$ cat src/logic/asc_pkg.sv
// Package for the serial control port of the 12-bit converter
package asc_pkg;

   // ***************************************************
   // Control word layout
   // ***************************************************
   localparam int CW_WIDTH      = 8;
   localparam int RES_WIDTH     = 12;
   localparam int BIT_START     = 7;
   localparam int BIT_SPAN      = 6;
   localparam int BIT_POLARITY  = 5;
   localparam int BIT_PWR_N     = 4;
   localparam int BIT_DEPTH     = 3;
   localparam int BIT_TIMING    = 2;
   localparam int BIT_REF       = 0;

   // ***************************************************
   // Sequence counts, in shift clock cycles
   // ***************************************************
   localparam logic [4:0] ACQ_CYCLE    = 5'h04; // Tracking begins after this cycle
   localparam logic [4:0] HOLD_CYCLE   = 5'h08; // Hold and convert after this cycle
   localparam logic [4:0] RESTART_BITS = 5'h08; // Output bits sent before restart: D4 is eighth
   localparam logic [4:0] BIT_CNT_RST  = 5'h00;

   // Reset values: normal operation, external reference
   localparam logic [7:0] CW_RESET  = 8'h10;
   localparam logic [11:0] RES_RESET = 12'h000;

   typedef enum logic [1:0] {
      ST_IDLE,
      ST_WORD,
      ST_CONV
   } asc_state_type;

   // Settings decoded from the control word
   typedef struct packed {
      logic span_select;
      logic polarity_select;
      logic power_down_n;
      logic shutdown_depth;
      logic shutdown_timing;
      logic ref_internal;
   } asc_cfg_type;

   // Status of the analog core
   typedef struct packed {
      logic tracking;
      logic converting;
      logic light_sleep;
      logic deep_sleep;
   } asc_core_type;

endpackage

$ cat src/logic/asc_port.sv
// Serial control and readout port of the 12-bit successive-approximation converter
`timescale 1ns/1ps
// How it works
// - Serial input is sampled on each rising shift clock edge.
// - Serial output changes on each falling shift clock edge.
// - Output driven only while chip select is low, else released.
// - Shift clock alone paces transfers and conversion steps.
// - Tracking starts at the falling edge of word cycle four.
// - Hold and conversion start at the falling edge of word cycle eight.
// - Each conversion yields a 12-bit successive-approximation result.
// - Bit 6 picks the smaller or larger input span.
// - Bit 5 picks unipolar or bipolar conversion.
// - Bit 4 low requests power-down, high keeps normal operation.
// - Bit 2 picks delayed or immediate power-down entry.
// - Bit 0 enables the internal reference buffer; default is external.
// - Start is first high bit when idle or after output bit 4.
// - Twelve result bits follow MSB first, then zeros.
// - Unipolar result is straight binary, bipolar is two's complement.
// - Bits 3:2 decode into four standby or full, delayed or immediate modes.
module asc_port #(
   parameter int RES_BITS = asc_pkg::RES_WIDTH
) (
   input  wire logic                CLK,
   input  wire logic                RSTN,
   input  wire logic                SHIFT_CLK,
   input  wire logic                CHIP_SEL_N,
   input  wire logic                SER_IN,
   input  wire logic                CMP_ABOVE,
   output logic                     SER_OUT,
   output logic                     SER_OUT_OE,
   output logic [RES_BITS-1:0]      SAR_TRIAL,
   output asc_pkg::asc_cfg_type     CFG,
   output asc_pkg::asc_core_type    CORE
);

   // ***************************************************
   // Shift clock edge detection
   // ***************************************************
   // Pins are taken as synchronous to CLK, so one stage of history is enough
   logic                       sclk_ff;
   logic                       rise;
   logic                       fall;
   logic                       sel;
   assign rise = SHIFT_CLK & ~sclk_ff;
   assign fall = ~SHIFT_CLK & sclk_ff;
   assign sel  = ~CHIP_SEL_N;

   always_ff @(posedge CLK or negedge RSTN) begin
      if (!RSTN) sclk_ff <= 1'b0;
      else       sclk_ff <= SHIFT_CLK;
   end

   // ***************************************************
   // State, counters and data registers
   // ***************************************************
   asc_pkg::asc_state_type     state_ff;
   asc_pkg::asc_state_type     nxt_state;
   logic [4:0]                 cnt_ff;
   logic [4:0]                 nxt_cnt;
   logic [7:0]                 word_ff;
   logic [7:0]                 nxt_word;
   logic [RES_BITS-1:0]        trial_ff;
   logic [RES_BITS-1:0]        nxt_trial;
   logic [RES_BITS-1:0]        mask_ff;
   logic [RES_BITS-1:0]        nxt_mask;
   logic                       out_ff;
   logic                       nxt_out;
   logic                       oe_ff;
   asc_pkg::asc_cfg_type       cfg_ff;
   asc_pkg::asc_cfg_type       nxt_cfg;
   asc_pkg::asc_core_type      core_ff;
   asc_pkg::asc_core_type      nxt_core;

   // Decisions use the comparator against the trial value under test
   logic                       start_ok;
   logic                       word_done;
   logic                       acq_edge;
   logic [7:0]                 full_word;
   logic                       imm_pd;
   logic                       dec_bit;
   logic [RES_BITS-1:0]        kept_trial;

   // Restart allowed when idle, or once output bit 4 has left the port
   assign start_ok   = (state_ff == asc_pkg::ST_IDLE) ||
                       (state_ff == asc_pkg::ST_CONV && cnt_ff >= asc_pkg::RESTART_BITS);
   assign acq_edge   = (state_ff == asc_pkg::ST_WORD) && (cnt_ff == asc_pkg::ACQ_CYCLE);
   assign word_done  = (state_ff == asc_pkg::ST_WORD) && (cnt_ff == asc_pkg::HOLD_CYCLE);
   assign full_word  = word_ff;
   assign imm_pd     = ~full_word[asc_pkg::BIT_PWR_N] & full_word[asc_pkg::BIT_TIMING];
   // Bipolar codes flip the top decision so the result reads two's complement
   assign dec_bit    = CMP_ABOVE ^ (cfg_ff.polarity_select && mask_ff[RES_BITS-1]);
   assign kept_trial = CMP_ABOVE ? trial_ff : (trial_ff & ~mask_ff);

   // ***************************************************
   // Helper functions
   // ***************************************************
   // Sleep flags {light_sleep, deep_sleep} for a requested power-down depth
   function automatic logic [1:0] sleep_of(input logic depth);
      sleep_of = {~depth, depth};
   endfunction

   // Mid-scale code: first trial value and first decision mask of a conversion
   function automatic logic [RES_BITS-1:0] mid_scale();
      mid_scale = {1'b1, {(RES_BITS-1){1'b0}}};
   endfunction

   // ***************************************************
   // Next-state logic
   // ***************************************************
   always_comb begin
      nxt_state  = state_ff;
      nxt_cnt    = cnt_ff;
      nxt_word   = word_ff;
      nxt_trial  = trial_ff;
      nxt_mask   = mask_ff;
      nxt_out    = out_ff;
      nxt_cfg    = cfg_ff;
      nxt_core   = core_ff;
      // Inputs are taken on rising edges and acted on at the following fall
      if (sel && rise) begin
         if (SER_IN && start_ok && state_ff != asc_pkg::ST_WORD) begin
            nxt_state = asc_pkg::ST_WORD;
            nxt_cnt   = 5'h01;
            nxt_word  = 8'h01;
         end else if (state_ff == asc_pkg::ST_WORD) begin
            nxt_word  = {word_ff[6:0], SER_IN};
            nxt_cnt   = cnt_ff + 5'h01;
         end
      end
      if (sel && fall) begin
         // A new word wakes the core from either sleep depth
         if (acq_edge) begin
            nxt_core.tracking    = 1'b1;
            nxt_core.light_sleep = 1'b0;
            nxt_core.deep_sleep  = 1'b0;
         end
         if (word_done) begin
            nxt_cfg.span_select     = full_word[asc_pkg::BIT_SPAN];
            nxt_cfg.polarity_select = full_word[asc_pkg::BIT_POLARITY];
            nxt_cfg.power_down_n    = full_word[asc_pkg::BIT_PWR_N];
            nxt_cfg.shutdown_depth  = full_word[asc_pkg::BIT_DEPTH];
            nxt_cfg.shutdown_timing = full_word[asc_pkg::BIT_TIMING];
            nxt_cfg.ref_internal    = full_word[asc_pkg::BIT_REF];
            nxt_core.tracking       = 1'b0;
            nxt_cnt                 = asc_pkg::BIT_CNT_RST;
            nxt_out                 = 1'b0;
            nxt_state               = asc_pkg::ST_CONV;
            if (imm_pd) begin
               // Immediate power-down: no conversion, result reads zero
               nxt_core.converting  = 1'b0;
               nxt_core[1:0]        = sleep_of(full_word[asc_pkg::BIT_DEPTH]);
               // Trial code stays put: no sample is held, so the DAC has nothing to do
               nxt_mask             = '0;
            end else begin
               nxt_core.converting  = 1'b1;
               nxt_mask             = mid_scale();
               nxt_trial            = mid_scale();
            end
         end else if (state_ff == asc_pkg::ST_CONV) begin
            // One decision per falling edge, MSB first, zeros after the last
            nxt_out = (mask_ff != '0) ? dec_bit : 1'b0;
            // Count saturates so a long run of trailing zeros keeps restart open
            if (cnt_ff != 5'h1F) nxt_cnt = cnt_ff + 5'h01;
            if (mask_ff != '0) begin
               nxt_mask  = mask_ff >> 1;
               nxt_trial = kept_trial | (mask_ff >> 1);
               if (mask_ff[0]) begin
                  nxt_core.converting = 1'b0;
                  // Delayed power-down takes effect once the conversion ends
                  if (!cfg_ff.power_down_n) begin
                     nxt_core[1:0] = sleep_of(cfg_ff.shutdown_depth);
                  end
               end
            end
         end
      end
   end

   // ***************************************************
   // Registers
   // ***************************************************
   always_ff @(posedge CLK or negedge RSTN) begin
      if (!RSTN) begin
         state_ff  <= asc_pkg::ST_IDLE;
         cnt_ff    <= asc_pkg::BIT_CNT_RST;
         word_ff   <= asc_pkg::CW_RESET;
         trial_ff  <= RES_BITS'(asc_pkg::RES_RESET);
         mask_ff   <= '0;
         out_ff    <= 1'b0;
         // Settings start from the control word's reset value: running, external reference
         cfg_ff    <= {asc_pkg::CW_RESET[6:2], asc_pkg::CW_RESET[0]};
         core_ff   <= '0;
      end else begin
         state_ff  <= nxt_state;
         cnt_ff    <= nxt_cnt;
         word_ff   <= nxt_word;
         trial_ff  <= nxt_trial;
         mask_ff   <= nxt_mask;
         out_ff    <= nxt_out;
         cfg_ff    <= nxt_cfg;
         core_ff   <= nxt_core;
      end
   end

   // Output enable follows chip select; releasing the pin is not gated by state
   always_ff @(posedge CLK or negedge RSTN) begin
      if (!RSTN) oe_ff <= 1'b0;
      else       oe_ff <= sel;
   end

   // Every output is a register, so the pins never glitch between clock edges
   assign SER_OUT    = out_ff;
   assign SER_OUT_OE = oe_ff;
   assign SAR_TRIAL  = trial_ff;
   assign CFG        = cfg_ff;
   assign CORE       = core_ff;

endmodule // asc_port

$ cat config.mk
export PLATFORM = sky130hd
export DESIGN_NAME = asc_port
export DESIGN_NICKNAME = d
export VERILOG_FILES = /design/src/logic/asc_pkg.sv /design/src/logic/asc_port.sv
export SDC_FILE = /design/constraint.sdc
export NUM_CORES = 1
export LEC_CHECK = 0
export BUFFER_PORTS_ARGS = -buffer_cell sky130_fd_sc_hd__buf_4
export CORE_MARGIN = 4
export CORE_UTILIZATION = 41
export DETAILED_ROUTE_END_ITERATION = 8
export PLACE_DENSITY = 0.58
export RECOVER_POWER = 25
export SLEW_MARGIN = 5
export SYNTH_ARGS = -nofsm -noshare
export SYNTH_HDL_FRONTEND = slang
export SYNTH_SLANG_ARGS = --single-unit
export TNS_END_PERCENT = 1
$ cat constraint.sdc
create_clock -name CLK -period 2.05 [get_ports CLK]
set_input_delay 0.3075 -clock CLK [delete_from_list [all_inputs] [get_ports CLK]]
set_output_delay 0.3075 -clock CLK [all_outputs]
set_load 0.02 [all_outputs]
==> impl_results.rst, run 1 <==
.. list-table::
   :header-rows: 1

   * - Metric
     - Value
   * - Run status
     - complete, no violations
   * - Portion of synthesized cell area occupied by the leading cell type
     - just over 50%
   * - Routed length per instance
     - 15.55 um
   * - Site row count
     - 27
   * - Largest vdd supply drop
     - 0.4221 mV
   * - Number of pins exceeding their max-slew limit in the final report
     - 0
   * - Non-filler cells, final
     - 326
   * - Floorplan core area
     - between 5000 and 6000 um2
   * - Clock slew seen by the registers of the worst setup and hold paths
     - 0.09 ns
   * - Hold/Removal Path Class
     - input pin to flip-flop
   * - Global-route total usage across every layer
     - 14.80%
   * - First-pass GRT wire length
     - about 8.6 mm
   * - Ant. Diodes
     - 0
   * - Drt pass-1 iters
     - 4
   * - Total routed wirelength
     - 5.070 mm
   * - Top cell type by total area after synthesis
     - sky130_fd_sc_hd__dfrtp_1
   * - Time the worst path needs with I/O delays and setup
     - 1.959 ns
   * - Maximum frequency from static timing analysis
     - 510.4 MHz
   * - Number of antenna violations at the first check in global routing
     - 0
   * - Maximum count of clock buffers along a single path
     - 2
   * - Total negative slack
     - 0 ns
   * - CP max FO
     - 5
   * - Quantity of I/O buffers inserted on ports
     - 29
   * - Category of the critical setup timing path
     - flip-flop to flip-flop
   * - Layout Skew
     - roughly 0.008 ns
   * - Number of setup buffers added after CTS
     - 0
   * - Via count of the first global-routing pass
     - approximately 1,700
   * - Root Driver
     - sky130_fd_sc_hd__clkbuf_8
   * - Width of the die
     - 84.69 um
   * - Hold_buf cts
     - 0
   * - Setup repair after global routing missed its margin
     - no
   * - Insertion delay of the later-clocked pin in the worst-skew pair
     - roughly 0.29 ns
   * - Congestion Overflow GR
     - 0
   * - Post-cts gate resize count
     - 0
   * - Num CTS Buffers
     - 5
   * - Fraction of final layout cells with drive strength greater than 1
     - 23.23%
   * - Worst max-slew margin expressed relative to the limit
     - 18.03%
   * - Power per cell area
     - 961.4 nW/um2
   * - Number of sinks driven by the clock tree
     - 51
   * - Fraction of synthesis flops using an asynchronous set or reset pin
     - 100.0%
   * - Height of the chip
     - 84.69 um
   * - Die ar.
     - 7172 um2
   * - Placed cell count
     - around 320
   * - Placer congestion estimate
     - 0.8235
   * - Via count
     - 1,763
   * - Pin count of the biggest net entering global routing
     - 52
   * - Post-route ant nets
     - 0
   * - Number of levels in the clock H-tree
     - 2
   * - Yosys warnings
     - 0
   * - Io pins
     - 30
   * - Post-synthesis to final-layout area growth
     - 16.87%
   * - Dominant cell by count in the synthesized netlist
     - sky130_fd_sc_hd__dfrtp_1
   * - Final number of hold-violating endpoints
     - 0
   * - Area occupied by multi-input gates
     - around 1100 um2
   * - Worst Tran Pin Value
     - 1.230 ns
   * - Clock tree from TritonCTS
     - yes
   * - Distinct cell type count of the synthesized netlist
     - 44
   * - Most numerous cell types in the synthesized netlist
     - 49 x sky130_fd_sc_hd__dfrtp_1, 25 x sky130_fd_sc_hd__nand2_1, 16 x sky130_fd_sc_hd__a22o_1, 13 x sky130_fd_sc_hd__nand2b_1, 13 x sky130_fd_sc_hd__o21ai_0
   * - Critical path launch point type
     - flip-flop
   * - CP arrival
     - 2.19 ns
   * - Total Power
     - 2.709 mW
   * - # Max-Cap Violations
     - 0
   * - Fraction of the cycle the final worst path needs
     - 95.58%
   * - Cells taking the most area after synthesis
     - sky130_fd_sc_hd__dfrtp_1 51%, sky130_fd_sc_hd__a22o_1 5.8%, sky130_fd_sc_hd__a32oi_1 4.4%, sky130_fd_sc_hd__nand2_1 3.9%, sky130_fd_sc_hd__nand2b_1 3.4%
   * - Number of register bits inferred by synthesis
     - 51
   * - Post-synth net total
     - 228
   * - Storage cell area
     - 1279 um2
   * - Cell count after synthesis
     - 219
   * - Post-Syn Area per Cell
     - 11.01 um2
   * - Setup violators final
     - 0
   * - Required arrival time at the worst endpoint
     - 2.28 ns
   * - EDFF count, synth
     - 0
   * - Filler Cells Inserted
     - 540
   * - Initial cell density of the core
     - 42.99%
   * - Total Nets Final
     - 262
   * - Most instantiated flip-flop cell in the synthesis netlist
     - sky130_fd_sc_hd__dfrtp_1
   * - Static leakage
     - roughly 1.3 nW
   * - Post-Synthesis Cell Area
     - 2411 um2
   * - # DRC
     - 0
   * - Proportion of synthesized chip area in sequential cells
     - 53.04%
   * - Critical Path Sink Type
     - flip-flop
   * - Vias per std cell
     - between 5 and 6
   * - Iteration-0 DRC Markers
     - 92
   * - HPWL reported at the end of detailed placement
     - 3.594 mm
[cell usage in the layout (no fill, tap or decap), types with 2 or more instances in the layout]
master                       n
sky130_fd_sc_hd__nand2b_1   13
sky130_fd_sc_hd__dfstp_2     2
sky130_fd_sc_hd__ha_1        3
sky130_fd_sc_hd__o21ai_0    13
sky130_fd_sc_hd__o211ai_1    3
sky130_fd_sc_hd__inv_1       5
sky130_fd_sc_hd__and3_1      2
sky130_fd_sc_hd__nand4_1     2
sky130_fd_sc_hd__a31oi_1     3
sky130_fd_sc_hd__nand3_1     7
sky130_fd_sc_hd__nor2_1     11
sky130_fd_sc_hd__a22o_1     16
sky130_fd_sc_hd__mux2_2      5
sky130_fd_sc_hd__nand2_1    25
sky130_fd_sc_hd__clkbuf_8    7
sky130_fd_sc_hd__nor3b_4     2
sky130_fd_sc_hd__clkbuf_1    2
sky130_fd_sc_hd__mux2_1      2
sky130_fd_sc_hd__a32oi_1    12
sky130_fd_sc_hd__dfrtp_1    49
sky130_fd_sc_hd__o21ai_1     3
sky130_fd_sc_hd__and2_1      2
sky130_fd_sc_hd__nor2b_1     4
sky130_fd_sc_hd__o21a_1      2
sky130_fd_sc_hd__nor4_1      3
sky130_fd_sc_hd__buf_4      35
sky130_fd_sc_hd__mux2i_1     2
sky130_fd_sc_hd__nand4bb_1   2
[through the flow]
| stage | area, um2 | utilization (%) | worst slack [ns] | hold WS (ns) |
|---|---|---|---|---|
| finish | 2818 | 50.25 | 0.09067 | 0.2149 |
| global route | 2818 | 50.25 | 0.002645 | 0.2074 |
| CTS | 2828 | 50.42 | 0.08933 | 0.05039 |
| detailed placement | 2724 | 48.57 | 0.1148 | 0.3768 |
| global placement | 2724 | 48.57 | 0.2015 | 0.3786 |
| floorplan | 2411 | - | 0.2483 | 0.01191 |
[final timing paths]
path | end | slack, ns | depth (start not counted) | start
min reg2reg | CFG[5]$_DFFE_PN0P_ | 0.50 | 1 | CFG[5]$_DFFE_PN0P_
max | cnt_ff[3]$_DFF_PN0_ | 0.09 | 7 | cnt_ff[1]$_DFF_PN0_
min | sclk_ff$_DFF_PN0_ | 0.21 | 1 | SHIFT_CLK
max reg2reg | cnt_ff[3]$_DFF_PN0_ | 0.09 | 7 | cnt_ff[1]$_DFF_PN0_
max in group asynchronous | mask_ff[4]$_DFFE_PN0P_ | 1.04 | 1 | RSTN
min in group asynchronous | full_word[0]$_DFFE_PN0P_ | 0.26 | 1 | RSTN
[logic make-up (layout without fill, tap and decap cells)]
logic type	after synthesis	after routing	synth area share (%)
AOI/OAI and AO/OA	57	57	17.59
xor gates and xnor gates	2	2	0.7267
adders and majority gates	3	3	1.557
buffers and inverters	16	51	3.373
DFF	51	51	53.04
muxes	9	9	4.099
and+or+nand+nor	81	81	19.62
[sequential cells by signal, indices dropped and copies added, names as in the netlist]
signal / flops
SER_OUT_OE: 1
cnt_ff: 5
SER_OUT: 1
CFG: 6
sclk_ff: 1
full_word: 7
mask_ff: 12
SAR_TRIAL: 12
CORE: 4
state_ff: 2
[worst max-delay path, stage by stage, from the launching register on]
cell                      delay [ns]
sky130_fd_sc_hd__dfrtp_1        0.42
sky130_fd_sc_hd__ha_1           0.21
sky130_fd_sc_hd__and3_1         0.19
sky130_fd_sc_hd__ha_1           0.21
sky130_fd_sc_hd__nor3b_2        0.22
sky130_fd_sc_hd__a22oi_2        0.13
sky130_fd_sc_hd__or3_1          0.37
sky130_fd_sc_hd__a21oi_1        0.15
[report_power, final]
group	internal [mW]	switching, mW	total [mW]
Sequential	1.19	0.194	1.39
Combinational	0.327	0.369	0.696
Clock	0.307	0.317	0.624
Total	1.83	0.880	2.71
[per-layer routing]
metal,wire (um),vias to the layer above,track usage [%]
met1,2724,855,22.46
met5,0,-,0
met2,2168,26,21.00
li1,-,880,-
met4,26,0,3.597
met3,151,2,3.827
[final cells by class]
cell class | instances | area share [%]
clock buffer | 7 | 3.419
clock inverter | 1 | 0.2664
inverter | 5 | 0.6661
multi-input combinational | 152 | 37.30
sequential | 51 | 45.38
tap | 72 | 3.197
timing repair buffer | 38 | 9.769
Power figures use the tool's default switching activity.
==> inputs of run 2 (changes only) <==
--- a/config.mk
+++ b/config.mk
@@ -7,9 +7,10 @@
 export LEC_CHECK = 0
 export BUFFER_PORTS_ARGS = -buffer_cell sky130_fd_sc_hd__buf_4
 export CORE_MARGIN = 4
-export CORE_UTILIZATION = 41
+export CORE_UTILIZATION = 28
 export DETAILED_ROUTE_END_ITERATION = 8
-export PLACE_DENSITY = 0.58
+export GPL_ROUTABILITY_DRIVEN = 1
+export PLACE_DENSITY = 0.42
 export RECOVER_POWER = 25
 export SLEW_MARGIN = 5
 export SYNTH_ARGS = -nofsm -noshare
==> impl_results.rst, run 2 (synthesis gave the netlist of run 1 again) <==
.. list-table::
   :header-rows: 1

   * - Metric
     - Value
   * - Setup repair after global routing missed its margin
     - no (unchanged)
   * - # DRC
     - 0 (unchanged)
   * - Comb pwr share
     - 25.5% (was 25.7%)
   * - Via count of the first global-routing pass
     - 1,701 (was 1,711)
   * - Number of levels in the clock H-tree
     - 2 (unchanged)
   * - CP max FO
     - 5 (unchanged)
   * - Drt pass-1 iters
     - 5 (was 4)
   * - HPWL reported at the end of detailed placement
     - 3.940 mm (was 3.594 mm)
   * - Congestion Overflow GR
     - 0 (unchanged)
   * - Hold/Removal Path Class
     - input pin to flip-flop (unchanged)
   * - Final number of hold-violating endpoints
     - 0 (unchanged)
   * - Worst max-slew margin expressed relative to the limit
     - 15.00% (was 18.03%)
   * - Number of antenna violations at the first check in global routing
     - 0 (unchanged)
   * - Run status
     - complete, no violations (unchanged)
   * - Num CTS Buffers
     - 5 (unchanged)
   * - Total Power
     - 2.707 mW (was 2.709 mW)
   * - # Max-Cap Violations
     - 0 (unchanged)
   * - Global-route total usage across every layer
     - 11.59% (was 14.80%)
   * - Quantity of I/O buffers inserted on ports
     - 29 (unchanged)
   * - Site row count
     - 33 (was 27)
   * - Power per cell area
     - 937.6 nW/um2 (was 961.4 nW/um2)
   * - Pin count of the biggest net entering global routing
     - 52 (unchanged)
   * - Required arrival time at the worst endpoint
     - 2.28 ns (about the same)
   * - Ant. Diodes
     - 0 (unchanged)
   * - Category of the critical setup timing path
     - flip-flop to flip-flop (unchanged)
   * - Insertion delay of the later-clocked pin in the worst-skew pair
     - 0.30 ns (was 0.29 ns)
   * - Initial cell density of the core
     - 29.05% (was 42.99%)
   * - CP arrival
     - 2.17 ns (was 2.19 ns)
   * - Setup ws final
     - 0.1185 ns (was 0.09067 ns)
   * - Root Driver
     - sky130_fd_sc_hd__clkbuf_8 (unchanged)
   * - Post-route ant nets
     - 0 (unchanged)
   * - Setup violators final
     - 0 (unchanged)
   * - Maximum frequency from static timing analysis
     - 517.7 MHz (was 510.4 MHz)
   * - Fraction of the cycle the final worst path needs
     - 94.22% (was 95.58%)
   * - Time the worst path needs with I/O delays and setup
     - 1.932 ns (was 1.959 ns)
   * - Number of sinks driven by the clock tree
     - 51 (unchanged)
   * - Total routed wirelength
     - 5.693 mm (was 5.070 mm)
   * - Critical path launch point type
     - flip-flop (unchanged)
   * - Total Nets Final
     - 265 (was 262)
   * - Hold_buf cts
     - 0 (unchanged)
   * - Io pins
     - 30 (unchanged)
   * - Total negative slack
     - 0 ns (unchanged)
   * - Clock share of power
     - 22.8% (was 23.1%)
   * - Clock tree from TritonCTS
     - yes (unchanged)
   * - Fraction of final layout cells with drive strength greater than 1
     - 24.12% (was 23.23%)
   * - Placer congestion estimate
     - 0.7706 (was 0.8235)
   * - Worst Tran Pin Value
     - 1.275 ns (was 1.230 ns)
   * - Iteration-0 DRC Markers
     - 56 (was 92)
   * - Floorplan core area
     - 8299 um2 (was 5608 um2)
   * - First-pass GRT wire length
     - 9.149 mm (was 8.590 mm)
   * - Width of the die
     - 100.8 um (was 84.69 um)
   * - Height of the chip
     - 100.8 um (was 84.69 um)
   * - Sw power
     - 0.9016 mW (was 0.8799 mW)
   * - Die ar.
     - 10,160 um2 (was 7172 um2)
   * - Maximum count of clock buffers along a single path
     - 2 (unchanged)
   * - Post-place setup slack
     - 0.1403 ns (was 0.1148 ns)
   * - Switching fraction of total power
     - 33.30% (was 32.48%)
   * - Internal power of the cells
     - 1.806 mW (was 1.829 mW)
   * - Reg power frac
     - 51.7% (was 51.2%)
   * - Static leakage
     - 1.320 nW (was 1.304 nW)
   * - Critical Path Sink Type
     - flip-flop (unchanged)
   * - Via count
     - 1,788 (was 1,763)
   * - Clock slew seen by the registers of the worst setup and hold paths
     - 0.09 ns (about the same)
   * - Post-synthesis to final-layout area growth
     - 19.77% (was 16.87%)
   * - Routed length per instance
     - 15.73 um (was 15.55 um)
   * - Largest vdd supply drop
     - 0.4235 mV (was 0.4221 mV)
   * - Highest-count cells in the layout ignoring fill and taps
     - 49 x sky130_fd_sc_hd__dfrtp_1, 37 x sky130_fd_sc_hd__buf_4, 25 x sky130_fd_sc_hd__nand2_1 (was 49 x sky130_fd_sc_hd__dfrtp_1, 35 x sky130_fd_sc_hd__buf_4, 25 x sky130_fd_sc_hd__nand2_1)
   * - Vias per std cell
     - 4.939 (was 5.408)
   * - Most common cell after layout, fill and taps aside
     - sky130_fd_sc_hd__dfrtp_1 (unchanged)
   * - Number of pins exceeding their max-slew limit in the final report
     - 0 (unchanged)
   * - Layout Skew
     - 0.004797 ns (was 0.008242 ns)
run 2: cell count changes in the layout (fill, tap and decap cells not counted), sizes merged:
cell,change
clkinv,+1
buf,+3
clkinvlp,-1
run 2: cell type report:
class | count | area (um2)
clock buffer | 7 | 86.33
clock inverter | 1 | 8.758
fill | 835 | 5411
inverter | 5 | 18.77
multi-input combinational | 152 | 1054
sequential | 51 | 1279
tap | 105 | 131.4
timing repair buffer | 41 | 310.3
run 2: power groups by stage:
stage | logic, mW | registers [mW] | clock network (mW)
6_report | 0.691 | 1.40 | 0.616
5_1_grt | 0.771 | 1.43 | 0.686
4_1_cts | 0.692 | 1.40 | 0.640
3_5_place_dp | 0.689 | 1.42 | 0
3_3_place_gp | 0.684 | 1.42 | 0
2_1_floorplan | 0.449 | 1.40 | 0
run 2: critical path, cell delays in order, from the launching register on:
cell and delay (ns):
sky130_fd_sc_hd__dfrtp_1 0.42, sky130_fd_sc_hd__ha_2 0.19, sky130_fd_sc_hd__and3_1 0.17, sky130_fd_sc_hd__ha_1 0.20, sky130_fd_sc_hd__nor3b_2 0.24, sky130_fd_sc_hd__a22oi_2 0.13, sky130_fd_sc_hd__or3_1 0.37, sky130_fd_sc_hd__a21oi_1 0.14
run 2: stage by stage:
step,cells,instance area (um2),util [%],hold slack (ns)
2_1_floorplan,219,2411,-,0.01191
3_3_place_gp,351,2778,33.47,0.3956
3_5_place_dp,351,2778,33.47,0.3912
4_1_cts,359,2873,34.61,0.05024
5_1_grt,362,2888,34.80,0.2057
6_report,362,2888,34.80,0.1951
run 2: path summary, 6_finish.rpt:
| check | startpoint | end | depth (start not counted) | slack [ns] |
|---|---|---|---|---|
| max | cnt_ff[1]$_DFF_PN0_ | cnt_ff[3]$_DFF_PN0_ | 7 | 0.12 |
| min in group asynchronous | RSTN | SER_OUT_OE$_DFF_PN0_ | 1 | 0.27 |
| max in group asynchronous | RSTN | mask_ff[5]$_DFFE_PN0P_ | 1 | 1.02 |
| min reg2reg | full_word[6]$_DFFE_PN0P_ | CFG[5]$_DFFE_PN0P_ | 1 | 0.49 |
| min | SHIFT_CLK | sclk_ff$_DFF_PN0_ | 1 | 0.20 |
| max reg2reg | cnt_ff[1]$_DFF_PN0_ | cnt_ff[3]$_DFF_PN0_ | 7 | 0.12 |
run 2: repair_timing:
action / 4_1_cts / 5_1_grt
buffers inserted: 0 / 3
setup endpoints to repair: 0 / 1
gates resized for setup: 0 / 1
run 2: layer usage:
layer	vias up	part of all wire, %	GRT usage [%]
met5	-	0	0
met3	5	4.4	2.976
li1	876	-	-
met1	874	54	17.87
met2	33	41	15.54
met4	0	1.3	3.731
